[config.mk]
export PLATFORM = sky130hd
export DESIGN_NAME = usbrp_port2
export DESIGN_NICKNAME = d
export VERILOG_FILES = /design/src/inc/usbrp_pkg.sv /design/src/core/usbrp_port2.sv
export SDC_FILE = /design/constraint.sdc
export NUM_CORES = 1
export LEC_CHECK = 0
export ABC_CLOCK_PERIOD_IN_PS = 3000
export BUFFER_PORTS_ARGS = -buffer_cell sky130_fd_sc_hd__buf_4
export CAP_MARGIN = 10
export CELL_PAD_IN_SITES_DETAIL_PLACEMENT = 0
export CELL_PAD_IN_SITES_GLOBAL_PLACEMENT = 2
export CORE_UTILIZATION = 29
export CTS_CLUSTER_DIAMETER = 100
export DETAILED_ROUTE_END_ITERATION = 16
export MAX_ROUTING_LAYER = met4
export PLACE_DENSITY = 0.77
export SLEW_MARGIN = 20
export SYNTH_ARGS = -nofsm -noshare
export SYNTH_HDL_FRONTEND = slang
export SYNTH_SLANG_ARGS = --single-unit
[constraint.sdc]
create_clock -name clk_i -period 3 [get_ports clk_i]
set_input_delay 0.9 -clock clk_i [delete_from_list [all_inputs] [get_ports clk_i]]
set_output_delay 0.9 -clock clk_i [all_outputs]
set_load 0.02 [all_outputs]
[src/inc/usbrp_pkg.sv]
package usbrp_pkg;
	// ----------------------------------------
	// Bus geometry and register map
	// ----------------------------------------
	localparam int          ADDR_W   = 5;
	localparam logic [4:0]  PORT_OFS = 5'h00;
	localparam logic [4:0]  ISTS_OFS = 5'h04;
	localparam logic [4:0]  ICLR_OFS = 5'h08;
	localparam logic [4:0]  IEN_OFS  = 5'h0C;
	localparam logic [1:0]  RESP_OK  = 2'h0;
	localparam logic [1:0]  RESP_ERR = 2'h2;
	// ----------------------------------------
	// Port register field positions
	// ----------------------------------------
	localparam int CONN_BIT  = 0;
	localparam int ENA_BIT   = 1;
	localparam int SUSP_BIT  = 2;
	localparam int OVC_BIT   = 3;
	localparam int RST_BIT   = 4;
	localparam int PWR_BIT   = 8;
	localparam int PCLR_BIT  = 9;
	localparam int CSC_BIT   = 16;
	localparam int RESET_STATE_CHANGED_BIT  = 20;
	localparam int RSVD_LO   = 5;
	localparam int RSVD_HI   = 7;
	// Interrupt status bits
	localparam int IRQ_RESET_STATE_CHANGED  = 0;
	localparam int IRQ_CSC   = 1;
	localparam int IRQ_W     = 2;
	// ----------------------------------------
	// Reset signalling duration
	// ----------------------------------------
	localparam int CLK_KHZ       = 25000;
	localparam int RST_TIME_MS   = 10;
	localparam int RST_CYCLES    = RST_TIME_MS * CLK_KHZ;
	localparam int CNT_W         = 18;
	// ----------------------------------------
	// Types
	// ----------------------------------------
	typedef enum logic [1:0] {
		RST_IDLE  = 2'h1,
		RST_DRIVE = 2'h2
	} usbrp_rst_state_type;
	typedef struct packed {
		logic power;
		logic connect_state_changed;
		logic reset_state_changed;
	} usbrp_port_type;
	localparam usbrp_port_type PORT_RESET = '{1'b0, 1'b0, 1'b0};
endpackage : usbrp_pkg

[src/core/usbrp_port2.sv]
// Added by the designer: the placing of the registers and register access over AXI4-Lite.
`timescale 1ns/100ps
module usbrp_port2 #(
	parameter int RESET_CYCLES = usbrp_pkg::RST_CYCLES
) (
	// Clock and reset
	input  wire logic                       clk_i,
	input  wire logic                       rst_i,
	// AXI4-Lite write address and data
	input  wire logic                       awvalid_i,
	output logic                            awready_o,
	input  wire logic [usbrp_pkg::ADDR_W-1:0] awaddr_i,
	input  wire logic                       wvalid_i,
	output logic                            wready_o,
	input  wire logic [31:0]                wdata_i,
	input  wire logic [3:0]                 wstrb_i,
	// AXI4-Lite write response
	output logic                            bvalid_o,
	input  wire logic                       bready_i,
	output logic [1:0]                      bresp_o,
	// AXI4-Lite read
	input  wire logic                       arvalid_i,
	output logic                            arready_o,
	input  wire logic [usbrp_pkg::ADDR_W-1:0] araddr_i,
	output logic                            rvalid_o,
	input  wire logic                       rready_i,
	output logic [31:0]                     rdata_o,
	output logic [1:0]                      rresp_o,
	// Port side
	input  wire logic                       connect_i,
	output logic                            usb_reset_o,
	// Interrupt
	output logic                            irq_o
);
	// ----------------------------------------
	// Connect pin synchroniser
	// ----------------------------------------
	logic conn_meta_q, conn_q, conn_prev_q;
	always_ff @(posedge clk_i) begin
		if (rst_i) begin
			conn_meta_q <= 1'b0;
			conn_q      <= 1'b0;
			conn_prev_q <= 1'b0;
		end else begin
			conn_meta_q <= connect_i;
			conn_q      <= conn_meta_q;
			conn_prev_q <= conn_q;
		end
	end

	// ----------------------------------------
	// Write channel capture
	// ----------------------------------------
	logic                          aw_v_q, aw_v_d, w_v_q, w_v_d;
	logic [usbrp_pkg::ADDR_W-1:0]  aw_a_q, aw_a_d;
	logic [31:0]                   w_d_q, w_d_d;
	logic [3:0]                    w_s_q, w_s_d;
	logic                          awready_q, awready_d;
	logic                          wready_q, wready_d;
	logic                          bvalid_q, bvalid_d;
	logic [1:0]                    bresp_q, bresp_d;
	logic                          wr_go;
	logic [31:0]                   wmask, port_wm, clr_wm, en_wm;

	// Write acts once both halves are held and no response is pending
	assign wr_go = aw_v_q & w_v_q & ~bvalid_q;

	always_comb begin
		wmask = {{8{w_s_q[3]}}, {8{w_s_q[2]}},
			{8{w_s_q[1]}}, {8{w_s_q[0]}}} & w_d_q;
		port_wm = (wr_go && aw_a_q == usbrp_pkg::PORT_OFS) ? wmask : 32'h0;
		clr_wm  = (wr_go && aw_a_q == usbrp_pkg::ICLR_OFS) ? wmask : 32'h0;
		en_wm   = (wr_go && aw_a_q == usbrp_pkg::IEN_OFS) ? wmask : 32'h0;
	end

	always_comb begin
		aw_v_d   = aw_v_q;
		aw_a_d   = aw_a_q;
		w_v_d    = w_v_q;
		w_d_d    = w_d_q;
		w_s_d    = w_s_q;
		bvalid_d = bvalid_q;
		bresp_d  = bresp_q;
		if (awvalid_i && awready_q) begin
			aw_v_d = 1'b1;
			aw_a_d = awaddr_i;
		end
		if (wvalid_i && wready_q) begin
			w_v_d = 1'b1;
			w_d_d = wdata_i;
			w_s_d = wstrb_i;
		end
		if (bvalid_q && bready_i) begin
			bvalid_d = 1'b0;
		end
		if (wr_go) begin
			aw_v_d   = 1'b0;
			w_v_d    = 1'b0;
			bvalid_d = 1'b1;
			if (aw_a_q == usbrp_pkg::PORT_OFS ||
				aw_a_q == usbrp_pkg::ICLR_OFS ||
				aw_a_q == usbrp_pkg::IEN_OFS) begin
				bresp_d = usbrp_pkg::RESP_OK;
			end else begin
				bresp_d = usbrp_pkg::RESP_ERR;
			end
		end
		awready_d = ~aw_v_d & ~bvalid_d;
		wready_d  = ~w_v_d & ~bvalid_d;
	end

	always_ff @(posedge clk_i) begin
		if (rst_i) begin
			aw_v_q    <= 1'b0;
			aw_a_q    <= '0;
			w_v_q     <= 1'b0;
			w_d_q     <= 32'h0;
			w_s_q     <= 4'h0;
			awready_q <= 1'b0;
			wready_q  <= 1'b0;
			bvalid_q  <= 1'b0;
			bresp_q   <= usbrp_pkg::RESP_OK;
		end else begin
			aw_v_q    <= aw_v_d;
			aw_a_q    <= aw_a_d;
			w_v_q     <= w_v_d;
			w_d_q     <= w_d_d;
			w_s_q     <= w_s_d;
			awready_q <= awready_d;
			wready_q  <= wready_d;
			bvalid_q  <= bvalid_d;
			bresp_q   <= bresp_d;
		end
	end

	// ----------------------------------------
	// Port state and reset signalling
	// ----------------------------------------
	usbrp_pkg::usbrp_port_type      port_q, port_d;
	usbrp_pkg::usbrp_rst_state_type st_q, st_d;
	logic [usbrp_pkg::CNT_W-1:0]    cnt_q, cnt_d;
	logic                           rst_done, set_cmd;
	logic                           drive_q, drive_d;

	assign rst_done = (st_q == usbrp_pkg::RST_DRIVE) &&
		(cnt_q == '0);
	assign set_cmd  = port_wm[usbrp_pkg::RST_BIT] |
		port_wm[usbrp_pkg::ENA_BIT] | port_wm[usbrp_pkg::SUSP_BIT];

	always_comb begin
		port_d = port_q;
		st_d   = st_q;
		cnt_d  = cnt_q;
		// Power is a record only; it reaches no pin
		if (port_wm[usbrp_pkg::PWR_BIT]) begin
			port_d.power = 1'b1;
		end else if (port_wm[usbrp_pkg::PCLR_BIT]) begin
			port_d.power = 1'b0;
		end
		// Clear first so that a same-cycle event wins
		if (port_wm[usbrp_pkg::CSC_BIT]) begin
			port_d.connect_state_changed = 1'b0;
		end
		if (port_wm[usbrp_pkg::RESET_STATE_CHANGED_BIT]) begin
			port_d.reset_state_changed = 1'b0;
		end
		if (conn_q != conn_prev_q) begin
			port_d.connect_state_changed = 1'b1;
		end
		if (set_cmd && !conn_q) begin
			port_d.connect_state_changed = 1'b1;
		end
		case (st_q)
			usbrp_pkg::RST_IDLE: begin
				// Only a one starts reset; zeros pass by
				if (port_wm[usbrp_pkg::RST_BIT] && conn_q) begin
					st_d  = usbrp_pkg::RST_DRIVE;
					cnt_d = usbrp_pkg::CNT_W'(RESET_CYCLES - 1);
				end
			end
			usbrp_pkg::RST_DRIVE: begin
				if (rst_done) begin
					st_d        = usbrp_pkg::RST_IDLE;
					port_d.reset_state_changed = 1'b1;
				end else begin
					cnt_d = cnt_q - 1'b1;
				end
			end
			default: begin
				st_d = usbrp_pkg::RST_IDLE;
			end
		endcase
		// Pin gets its own flop so no decode sits on the output
		drive_d = (st_d == usbrp_pkg::RST_DRIVE);
	end

	always_ff @(posedge clk_i) begin
		if (rst_i) begin
			port_q  <= usbrp_pkg::PORT_RESET;
			st_q    <= usbrp_pkg::RST_IDLE;
			cnt_q   <= '0;
			drive_q <= 1'b0;
		end else begin
			port_q  <= port_d;
			st_q    <= st_d;
			cnt_q   <= cnt_d;
			drive_q <= drive_d;
		end
	end

	// Reset pin mirrors the drive state from a flop
	assign usb_reset_o = drive_q;

	// ----------------------------------------
	// Interrupt status, enable and clear
	// ----------------------------------------
	logic [usbrp_pkg::IRQ_W-1:0] ists_q, ists_d, ien_q, ien_d;
	logic                        irq_q, irq_d;

	always_comb begin
		ists_d = ists_q & ~clr_wm[usbrp_pkg::IRQ_W-1:0];
		ien_d  = ien_q;
		if (wr_go && aw_a_q == usbrp_pkg::IEN_OFS) begin
			ien_d = en_wm[usbrp_pkg::IRQ_W-1:0];
		end
		if (rst_done) begin
			ists_d[usbrp_pkg::IRQ_RESET_STATE_CHANGED] = 1'b1;
		end
		if (!port_q.connect_state_changed && port_d.connect_state_changed) begin
			ists_d[usbrp_pkg::IRQ_CSC] = 1'b1;
		end
		irq_d = |(ists_d & ien_d);
	end

	always_ff @(posedge clk_i) begin
		if (rst_i) begin
			ists_q <= '0;
			ien_q  <= '0;
			irq_q  <= 1'b0;
		end else begin
			ists_q <= ists_d;
			ien_q  <= ien_d;
			irq_q  <= irq_d;
		end
	end

	// ----------------------------------------
	// Read channel
	// ----------------------------------------
	logic        arready_q, arready_d, rvalid_q, rvalid_d;
	logic [31:0] rdata_q, rdata_d, port_rd;
	logic [1:0]  rresp_q, rresp_d;

	always_comb begin
		port_rd = 32'h0;
		port_rd[usbrp_pkg::CONN_BIT] = conn_q;
		port_rd[usbrp_pkg::RST_BIT]  = usb_reset_o;
		port_rd[usbrp_pkg::PWR_BIT]  = port_q.power;
		port_rd[usbrp_pkg::CSC_BIT]  = port_q.connect_state_changed;
		port_rd[usbrp_pkg::RESET_STATE_CHANGED_BIT] = port_q.reset_state_changed;
	end

	always_comb begin
		rvalid_d = rvalid_q;
		rdata_d  = rdata_q;
		rresp_d  = rresp_q;
		if (rvalid_q && rready_i) begin
			rvalid_d = 1'b0;
		end
		if (arvalid_i && arready_q) begin
			rvalid_d = 1'b1;
			rresp_d  = usbrp_pkg::RESP_OK;
			rdata_d  = 32'h0;
			if (araddr_i == usbrp_pkg::PORT_OFS) begin
				rdata_d = port_rd;
			end else if (araddr_i == usbrp_pkg::ISTS_OFS) begin
				rdata_d[usbrp_pkg::IRQ_W-1:0] = ists_q;
			end else if (araddr_i == usbrp_pkg::IEN_OFS) begin
				rdata_d[usbrp_pkg::IRQ_W-1:0] = ien_q;
			end else if (araddr_i != usbrp_pkg::ICLR_OFS) begin
				rresp_d = usbrp_pkg::RESP_ERR;
			end
		end
		arready_d = ~rvalid_d;
	end

	always_ff @(posedge clk_i) begin
		if (rst_i) begin
			arready_q <= 1'b0;
			rvalid_q  <= 1'b0;
			rdata_q   <= 32'h0;
			rresp_q   <= usbrp_pkg::RESP_OK;
		end else begin
			arready_q <= arready_d;
			rvalid_q  <= rvalid_d;
			rdata_q   <= rdata_d;
			rresp_q   <= rresp_d;
		end
	end

	assign awready_o = awready_q;
	assign wready_o  = wready_q;
	assign bvalid_o  = bvalid_q;
	assign bresp_o   = bresp_q;
	assign arready_o = arready_q;
	assign rvalid_o  = rvalid_q;
	assign rdata_o   = rdata_q;
	assign rresp_o   = rresp_q;
	assign irq_o     = irq_q;

	// ----------------------------------------
	// Assertions
	// ----------------------------------------
	a_power_set_one: assert property (@(posedge clk_i) disable iff (rst_i)
		port_wm[usbrp_pkg::PWR_BIT] |=> port_q.power)
		else $error("power bit not set by write of one");
	a_power_zero_keep: assert property (@(posedge clk_i) disable iff (rst_i)
		!port_wm[usbrp_pkg::PWR_BIT] && !port_wm[usbrp_pkg::PCLR_BIT]
		|=> $stable(port_q.power))
		else $error("power bit changed without a write of one");
	a_reset_start: assert property (@(posedge clk_i) disable iff (rst_i)
		port_wm[usbrp_pkg::RST_BIT] && conn_q && !usb_reset_o
		|=> usb_reset_o)
		else $error("reset signalling did not start");
	a_reset_zero_ign: assert property (@(posedge clk_i) disable iff (rst_i)
		!usb_reset_o && !port_wm[usbrp_pkg::RST_BIT] |=> !usb_reset_o)
		else $error("reset started without a write of one");
	a_reset_end_flag: assert property (@(posedge clk_i) disable iff (rst_i)
		$fell(usb_reset_o) |-> port_q.reset_state_changed && ists_q[usbrp_pkg::IRQ_RESET_STATE_CHANGED])
		else $error("reset end did not raise change flag");
	a_reset_state_changed_clear: assert property (@(posedge clk_i) disable iff (rst_i)
		port_wm[usbrp_pkg::RESET_STATE_CHANGED_BIT] && !rst_done |=> !port_q.reset_state_changed)
		else $error("reset change flag not cleared by one");
	a_nocon_csc: assert property (@(posedge clk_i) disable iff (rst_i)
		port_wm[usbrp_pkg::RST_BIT] && !conn_q && !usb_reset_o
		|=> port_q.connect_state_changed && !usb_reset_o)
		else $error("disconnected reset write not turned into flag");
	a_rsvd_zero: assert property (@(posedge clk_i) disable iff (rst_i)
		rvalid_o |->
		rdata_o[usbrp_pkg::RSVD_HI:usbrp_pkg::RSVD_LO] == 3'h0)
		else $error("reserved bits read nonzero");
	a_ovc_zero: assert property (@(posedge clk_i) disable iff (rst_i)
		rvalid_o |-> !rdata_o[usbrp_pkg::OVC_BIT])
		else $error("overcurrent bit read as set");
	a_irq_level: assert property (@(posedge clk_i) disable iff (rst_i)
		irq_o == |(ists_q & ien_q))
		else $error("interrupt level does not follow status");
endmodule : usbrp_port2

# After elaboration in Yosys (flattened, before gate mapping)
# Cells that the tools add are included.
[op_classes]
add_sub_neg = 1
muxes = 36
n_mul = 0
n_shift = 0
bitwise = 15
n_reduce_logical = 23
n_lt_le_gt_ge = 0
div_mod_pow = 0
eq_ne = 11
[op_table]
columns = ["cell", "n"]
rows = [
  ["18-bit two-way mux", 2],
  ["18-bit case mux with 2 select lines", 1],
  ["2-bit two-way mux", 12],
  ["21-bit AND", 1],
  ["21-bit two-way mux", 1],
  ["19-bit two-way mux", 1],
  ["18-bit zero test", 1],
  ["1-bit two-way mux", 18],
  ["18-bit by 1-bit subtractor with 18-bit output, second input constant", 1],
  ["5-bit by 4-bit equality test with 1-bit output, second input constant", 3],
  ["1-bit logical AND", 12],
  ["5-bit zero test", 2],
  ["5-bit by 3-bit equality test with 1-bit output, second input constant", 1],
  ["5-bit by 4-bit != test with 1-bit output, second input constant", 1],
  ["1-bit NOT", 5],
  ["1-bit AND", 4],
  ["2-bit AND", 2],
  ["2-bit equality test, second input constant", 2],
  ["2-bit != test, second input constant", 2],
  ["2-bit case mux with 2 select lines", 1],
  ["2-bit nonzero test", 2],
  ["3-bit AND reduction", 1],
  ["2-bit by 1-bit equality test with 1-bit output, second input constant", 1],
  ["1-bit zero test", 2],
  ["other kinds (5)", 7],
]
[totals]
elab_cells = 111
out_inout_bits = 43
inputBits = 54
regBits = 104
ram_bits = 0
latchBits = 0
mem_bits_ro = 0
n_memories = 0

# Logic depth before layout (Yosys ltp)
[logic_depth]
ltp_word = 12
depth_mapped = 7
depth_no_buf = 7

# Worst setup path before layout
# OpenSTA, ideal clock, no wires.
[synth_timing]
path_kind = "register -> register"
startpoint = "register cnt_q[2] (netlist name)"
endpoint = "register cnt_q[7] (netlist name)"
path_stages_with_launch = 8
arrival_time_ns = 2.187
setup_slack_ns = 0.746
t_required_ns = 2.933
setup_time_ns = 0.067
period_less_slack_ns = 2.254
path_buffers = 2
cell_sequence = "dfxtp_1 -> or4_1 -> buf_2 -> or4_4 -> buf_6 -> o211a_1 -> a22o_1 -> a21oi_2"
[synth_via]
elab_chain_cells = 4
elab_cells_between_ends = 7
classes_between = "1 x add/sub; 1 x eq/ne; 2 x mux; 3 x reduce/logical"
[synth_rtl]
columns = ["element", "line_no", "source"]
rows = [
  ["start: declaration", "usbrp_port2.sv:141", "logic [usbrp_pkg::CNT_W-1:0] cnt_q, cnt_d;"],
  ["start signal: assignment", "usbrp_port2.sv:206", "cnt_q <= cnt_d;"],
  ["parallel branches: the longest is 4 deep, another holds 18-bit by 1-bit subtractor with 18-bit output", "-", ""],
]
# Parallel ways; which one is timed is not known. The select of a mux whose other input is x is not followed.
# A chain may end at the register's enable or synchronous reset.

# Final worst setup path
[layout_timing]
startpoint = "register cnt_q[2] (netlist name)"
endpoint = "register irq_q (netlist: irq_o)"
[layout_via]
elab_chain_cells = 5
[layout_rtl]
columns = ["element", "line_no", "source"]
rows = [
  ["18-bit zero test", "usbrp_port2.sv:146", "(cnt_q == '0);"],
  ["1-bit logical AND", "usbrp_port2.sv:145", "assign rst_done = (st_q == usbrp_pkg::RST_DRIVE) &&"],
  ["1-bit two-way mux", "usbrp_port2.sv:226", "if (rst_done) begin"],
  ["2-bit AND", "usbrp_port2.sv:232", "irq_d = |(ists_d & ien_d);"],
  ["2-bit OR reduction", "usbrp_port2.sv:232", ""],
  ["end signal: assignment", "usbrp_port2.sv:243", "irq_q <= irq_d;"],
  ["end: declaration", "usbrp_port2.sv:218", "logic irq_q, irq_d;"],
]
# Every way passes these cells.

==> metrics.md <==
| Metric | Value |
|---|---|
| Startpoint types | `flop` |
| Port Buffers | `43` |
| Worst-Margin Slew | `0.633 ns` |
| Max Cap Violations | `0` |
| Initial antenna violation count | `0` |
| RD Place Congestion | `around 0.76` |
| Post-DP HPWL | `4650 µm` |
| Post-Synth XOR/XNOR Area | `2.67%` |
| Result of the run | `completed` |
| Total gr overflow | `0` |
| Fin nets | `between 400 and 500` |
| HP Start | `conn_meta_q$_SDFF_PP0_` |
| Synth Instances | `between 300 and 400` |
| Switching share of power | `23.7%` |
| Total Routed Length | `roughly 6500 µm` |
| # DRC | `0` |
| Tcrit/Tclk final | `a little over four fifths` |
| Synth-to-Final Area Change | `21.1%` |
| Root Driver | `clkbuf_8` |
| Drt via density | `between 4 and 5` |
| Fmax | `~400 MHz` |
| Largest family of logic cells by synthesized area | `simple AND/OR/NAND/NOR gates` |
| Setup TNS | `0 ns` |
| H-Tree Depth | `3` |
| Layout cell share with drive strength beyond 1 | `roughly a fifth` |
| R2R depth | `5` |
| RR Endpoint | `irq_o$_SDFF_PP0_` |
| Synth area leader | `dfxtp_1` |
| Largest net degree at the start of global routing | `34` |
| Setup bufs post-CTS | `0` |
| P_sw | `between 400 and 500 µW` |
| Hold Violations, Final | `0` |
| Syn Area/Cell | `between 8 and 9 µm²` |
| Die Area | `10600 µm²` |
| Clock transition at path regs | `0.07 ns` |
| Vias post-DR | `about 2500` |
| First-pass DRT Iterations | `5` |
| Multiplexer share of the synthesized area | `1.40%` |
| Synth top area share | `42.8%` |
| CTS tree | `built` |
| Clk_lat worst skew | `0.34 ns` |
| Number of flops mapped to enable cells by yosys | `0` |
| Hold worst-path end | `conn_q$_SDFF_PP0_` |
| Top-count cell post-synth | `dfxtp_1` |
| Die height | `103 µm` |
| RSZ-0062 raised after global routing | `no` |
| Period minus WS final | `2.50 ns` |
| CP required | `3.25 ns` |
| Cell Count, Final, Fillers Out | `between 500 and 600` |
| TritonCTS Buffers | `9` |
| Compound-cell area share of the yosys netlist | `16.2%` |
| Fillcell total | `1037` |
| Mapped Area | `2950 µm²` |
| Crit-path max FO | `10` |
| Fin Clk Skew | `~0.0080 ns` |
| Overall Global Routing Usage | `about 14%` |
| Cell Pwr Density | `580 nW/µm²` |
| Post-Synth Simple-Gate Area | `between 20% and 30%` |
| Flop pwr share | `43.2%` |
| Internal power | `between 1500 and 2000 µW` |
| CTS sink cnt | `63` |
| Vias in the first global route | `roughly 2300` |
| Synth Register Bits | `between 60 and 70` |
| Post-synth top flop | `dfxtp_1` |
| Antenna diodes | `0` |
| Register area share after synthesis | `about 43%` |
| FFs w/ async S/R, synth | `0%` |
| Wire per inst | `12.3 µm` |
| Adder-cell share of the synthesized area | `~1.7%` |
| Max IR drop VDD | `approximately 0.25 mV` |
| Cts repair resizes | `0` |
| Relative slew margins | `between 50 and 60%` |
| Finish-stage setup viols | `0` |
| First DRT Iteration DRCs | `90` |
| Die W | `just over 100 µm` |
| Final Slew Violations | `0` |
| Worst Path Arrival | `2.75 ns` |
| RR Startpoint | `cnt_q[2]$_SDFFE_PP0P_` |
| I/O Pins | `97` |
| Core area | `between 9000 and 10000 µm²` |
| Top cells by area, synth | `dfxtp_1 43%, buf_4 7.1%, a21oi_1 5.8%` |
| Yosys cell types | `57` |
| Worst Setup End Kind | `flop` |
| Clock Tree Buf Depth | `2` |
| Inst Count DP | `around 510` |
| ANT nets after route | `0` |
| HP Class | `flop to flop` |
| Worst Setup Path Type | `flop to flop` |
| CTS Hold Bufs | `0` |
| R2R setup slack | `0.50 ns` |
| Syn. warnings | `0` |
| Hold Path Stages | `1` |
| Clock network power share | `between 40% and 50%` |
| FP Rows | `36` |
| Combinational Power Share | `9.3%` |
| Top cells by count, synth | `63 x dfxtp_1, 35 x nand2_1, 34 x a21oi_1` |
| P_leak | `approximately 0.0015 µW` |
| First-pass GRT wire length | `around 11000 µm` |
| Initial Util | `~30%` |
[sequential cells by signal (all words and copies together), names as in the netlist, 2 cells and up]
signal and count:
port_q 3, st_q 2, ien_q 2, ists_q 2, aw_a_q 5, cnt_q 18, w_s_q 3, rdata_o 6
w_d_q 8
[cells in the final DEF, fill, tap and decap left out, types with 4 or more instances in the layout]
master,count
a21oi_1,34
a22oi_1,6
buf_4,47
bufinv_16,4
clkbuf_8,9
conb_1,28
dfxtp_1,63
ha_1,4
inv_1,10
nand2_1,35
nand3_1,13
nand4_1,5
nor2_1,27
nor2b_1,6
nor3_1,9
nor4_1,5
o21ai_0,7
or2_2,4
or3_1,7
or4_1,6
xor2_1,9
[worst max path at each step]
stage	startpoint	end	slack [ns]	depth (start not counted)
floorplan	cnt_q[2]$_SDFFE_PP0P_	cnt_q[7]$_SDFFE_PP0P_	0.75	7
finish	cnt_q[2]$_SDFFE_PP0P_	irq_o$_SDFF_PP0_	0.50	5
global placement	cnt_q[2]$_SDFFE_PP0P_	irq_o$_SDFF_PP0_	0.50	5
global route	cnt_q[2]$_SDFFE_PP0P_	cnt_q[15]$_SDFFE_PP0P_	0.35	5
CTS	cnt_q[2]$_SDFFE_PP0P_	irq_o$_SDFF_PP0_	0.50	5
detailed placement	cnt_q[2]$_SDFFE_PP0P_	irq_o$_SDFF_PP0_	0.52	5
[kinds of logic after synthesis]
kind of cell / Yosys count
compound gates: 74
xor+xnor: 9
fa+ha+maj: 4
buf+inv: 51
flops: 63
mux: 4
other cells: 1
simple gates: 137
[per-stage QoR]
step	total power (µW)	hold slack, ns	cell area, µm²	util, %	setup WS (ns)
6_report	2070	0.445	3570	36.4	0.497
5_1_grt	2160	0.464	3570	36.4	0.353
4_1_cts	2100	0.452	3570	36.4	0.502
3_5_place_dp	1110	0.435	3300	33.6	0.524
3_3_place_gp	1110	0.430	3300	33.6	0.501
2_1_floorplan	1070	0.414	3050	-	0.746
[routing by layer]
layer / global-route usage [%] / wire length, µm / vias up
met5: - / 0 / -
met4: 5.20 / 78 / 0
met1: 15.7 / 3040 / 1144
li1: - / - / 1260
met3: 4.20 / 357 / 10
met2: 21.7 / 2980 / 60
[cell type report]
cell class                 count  area (µm²)  share of cell area, %
inverter                      10        37.5                   1.05
tap                          133         166                   4.66
timing repair buffer          47         353                   9.88
sequential                    63        1260                   35.3
clock buffer                   9         124                   3.47
clock inverter                 7         145                   4.06
multi-input combinational    256        1480                   41.6
[worst max-delay path: stages (launching register included)]
cell and delay [ns]:
dfxtp_1 0.35, or4_1 0.67, or4_4 0.64, nor2_1 0.34
a21oi_1 0.11, o32ai_1 0.29
[power by group through the flow]
stage                     sequential [µW]  combinational (µW)  clock (µW)
after floorplan                       912                 153           0
after global placement                913                 192           0
after detailed placement              914                 193           0
after CTS                             894                 194        1010
after global routing                  899                 216        1050
final                                 895                 193         985
(Power assumes the default switching activity.)
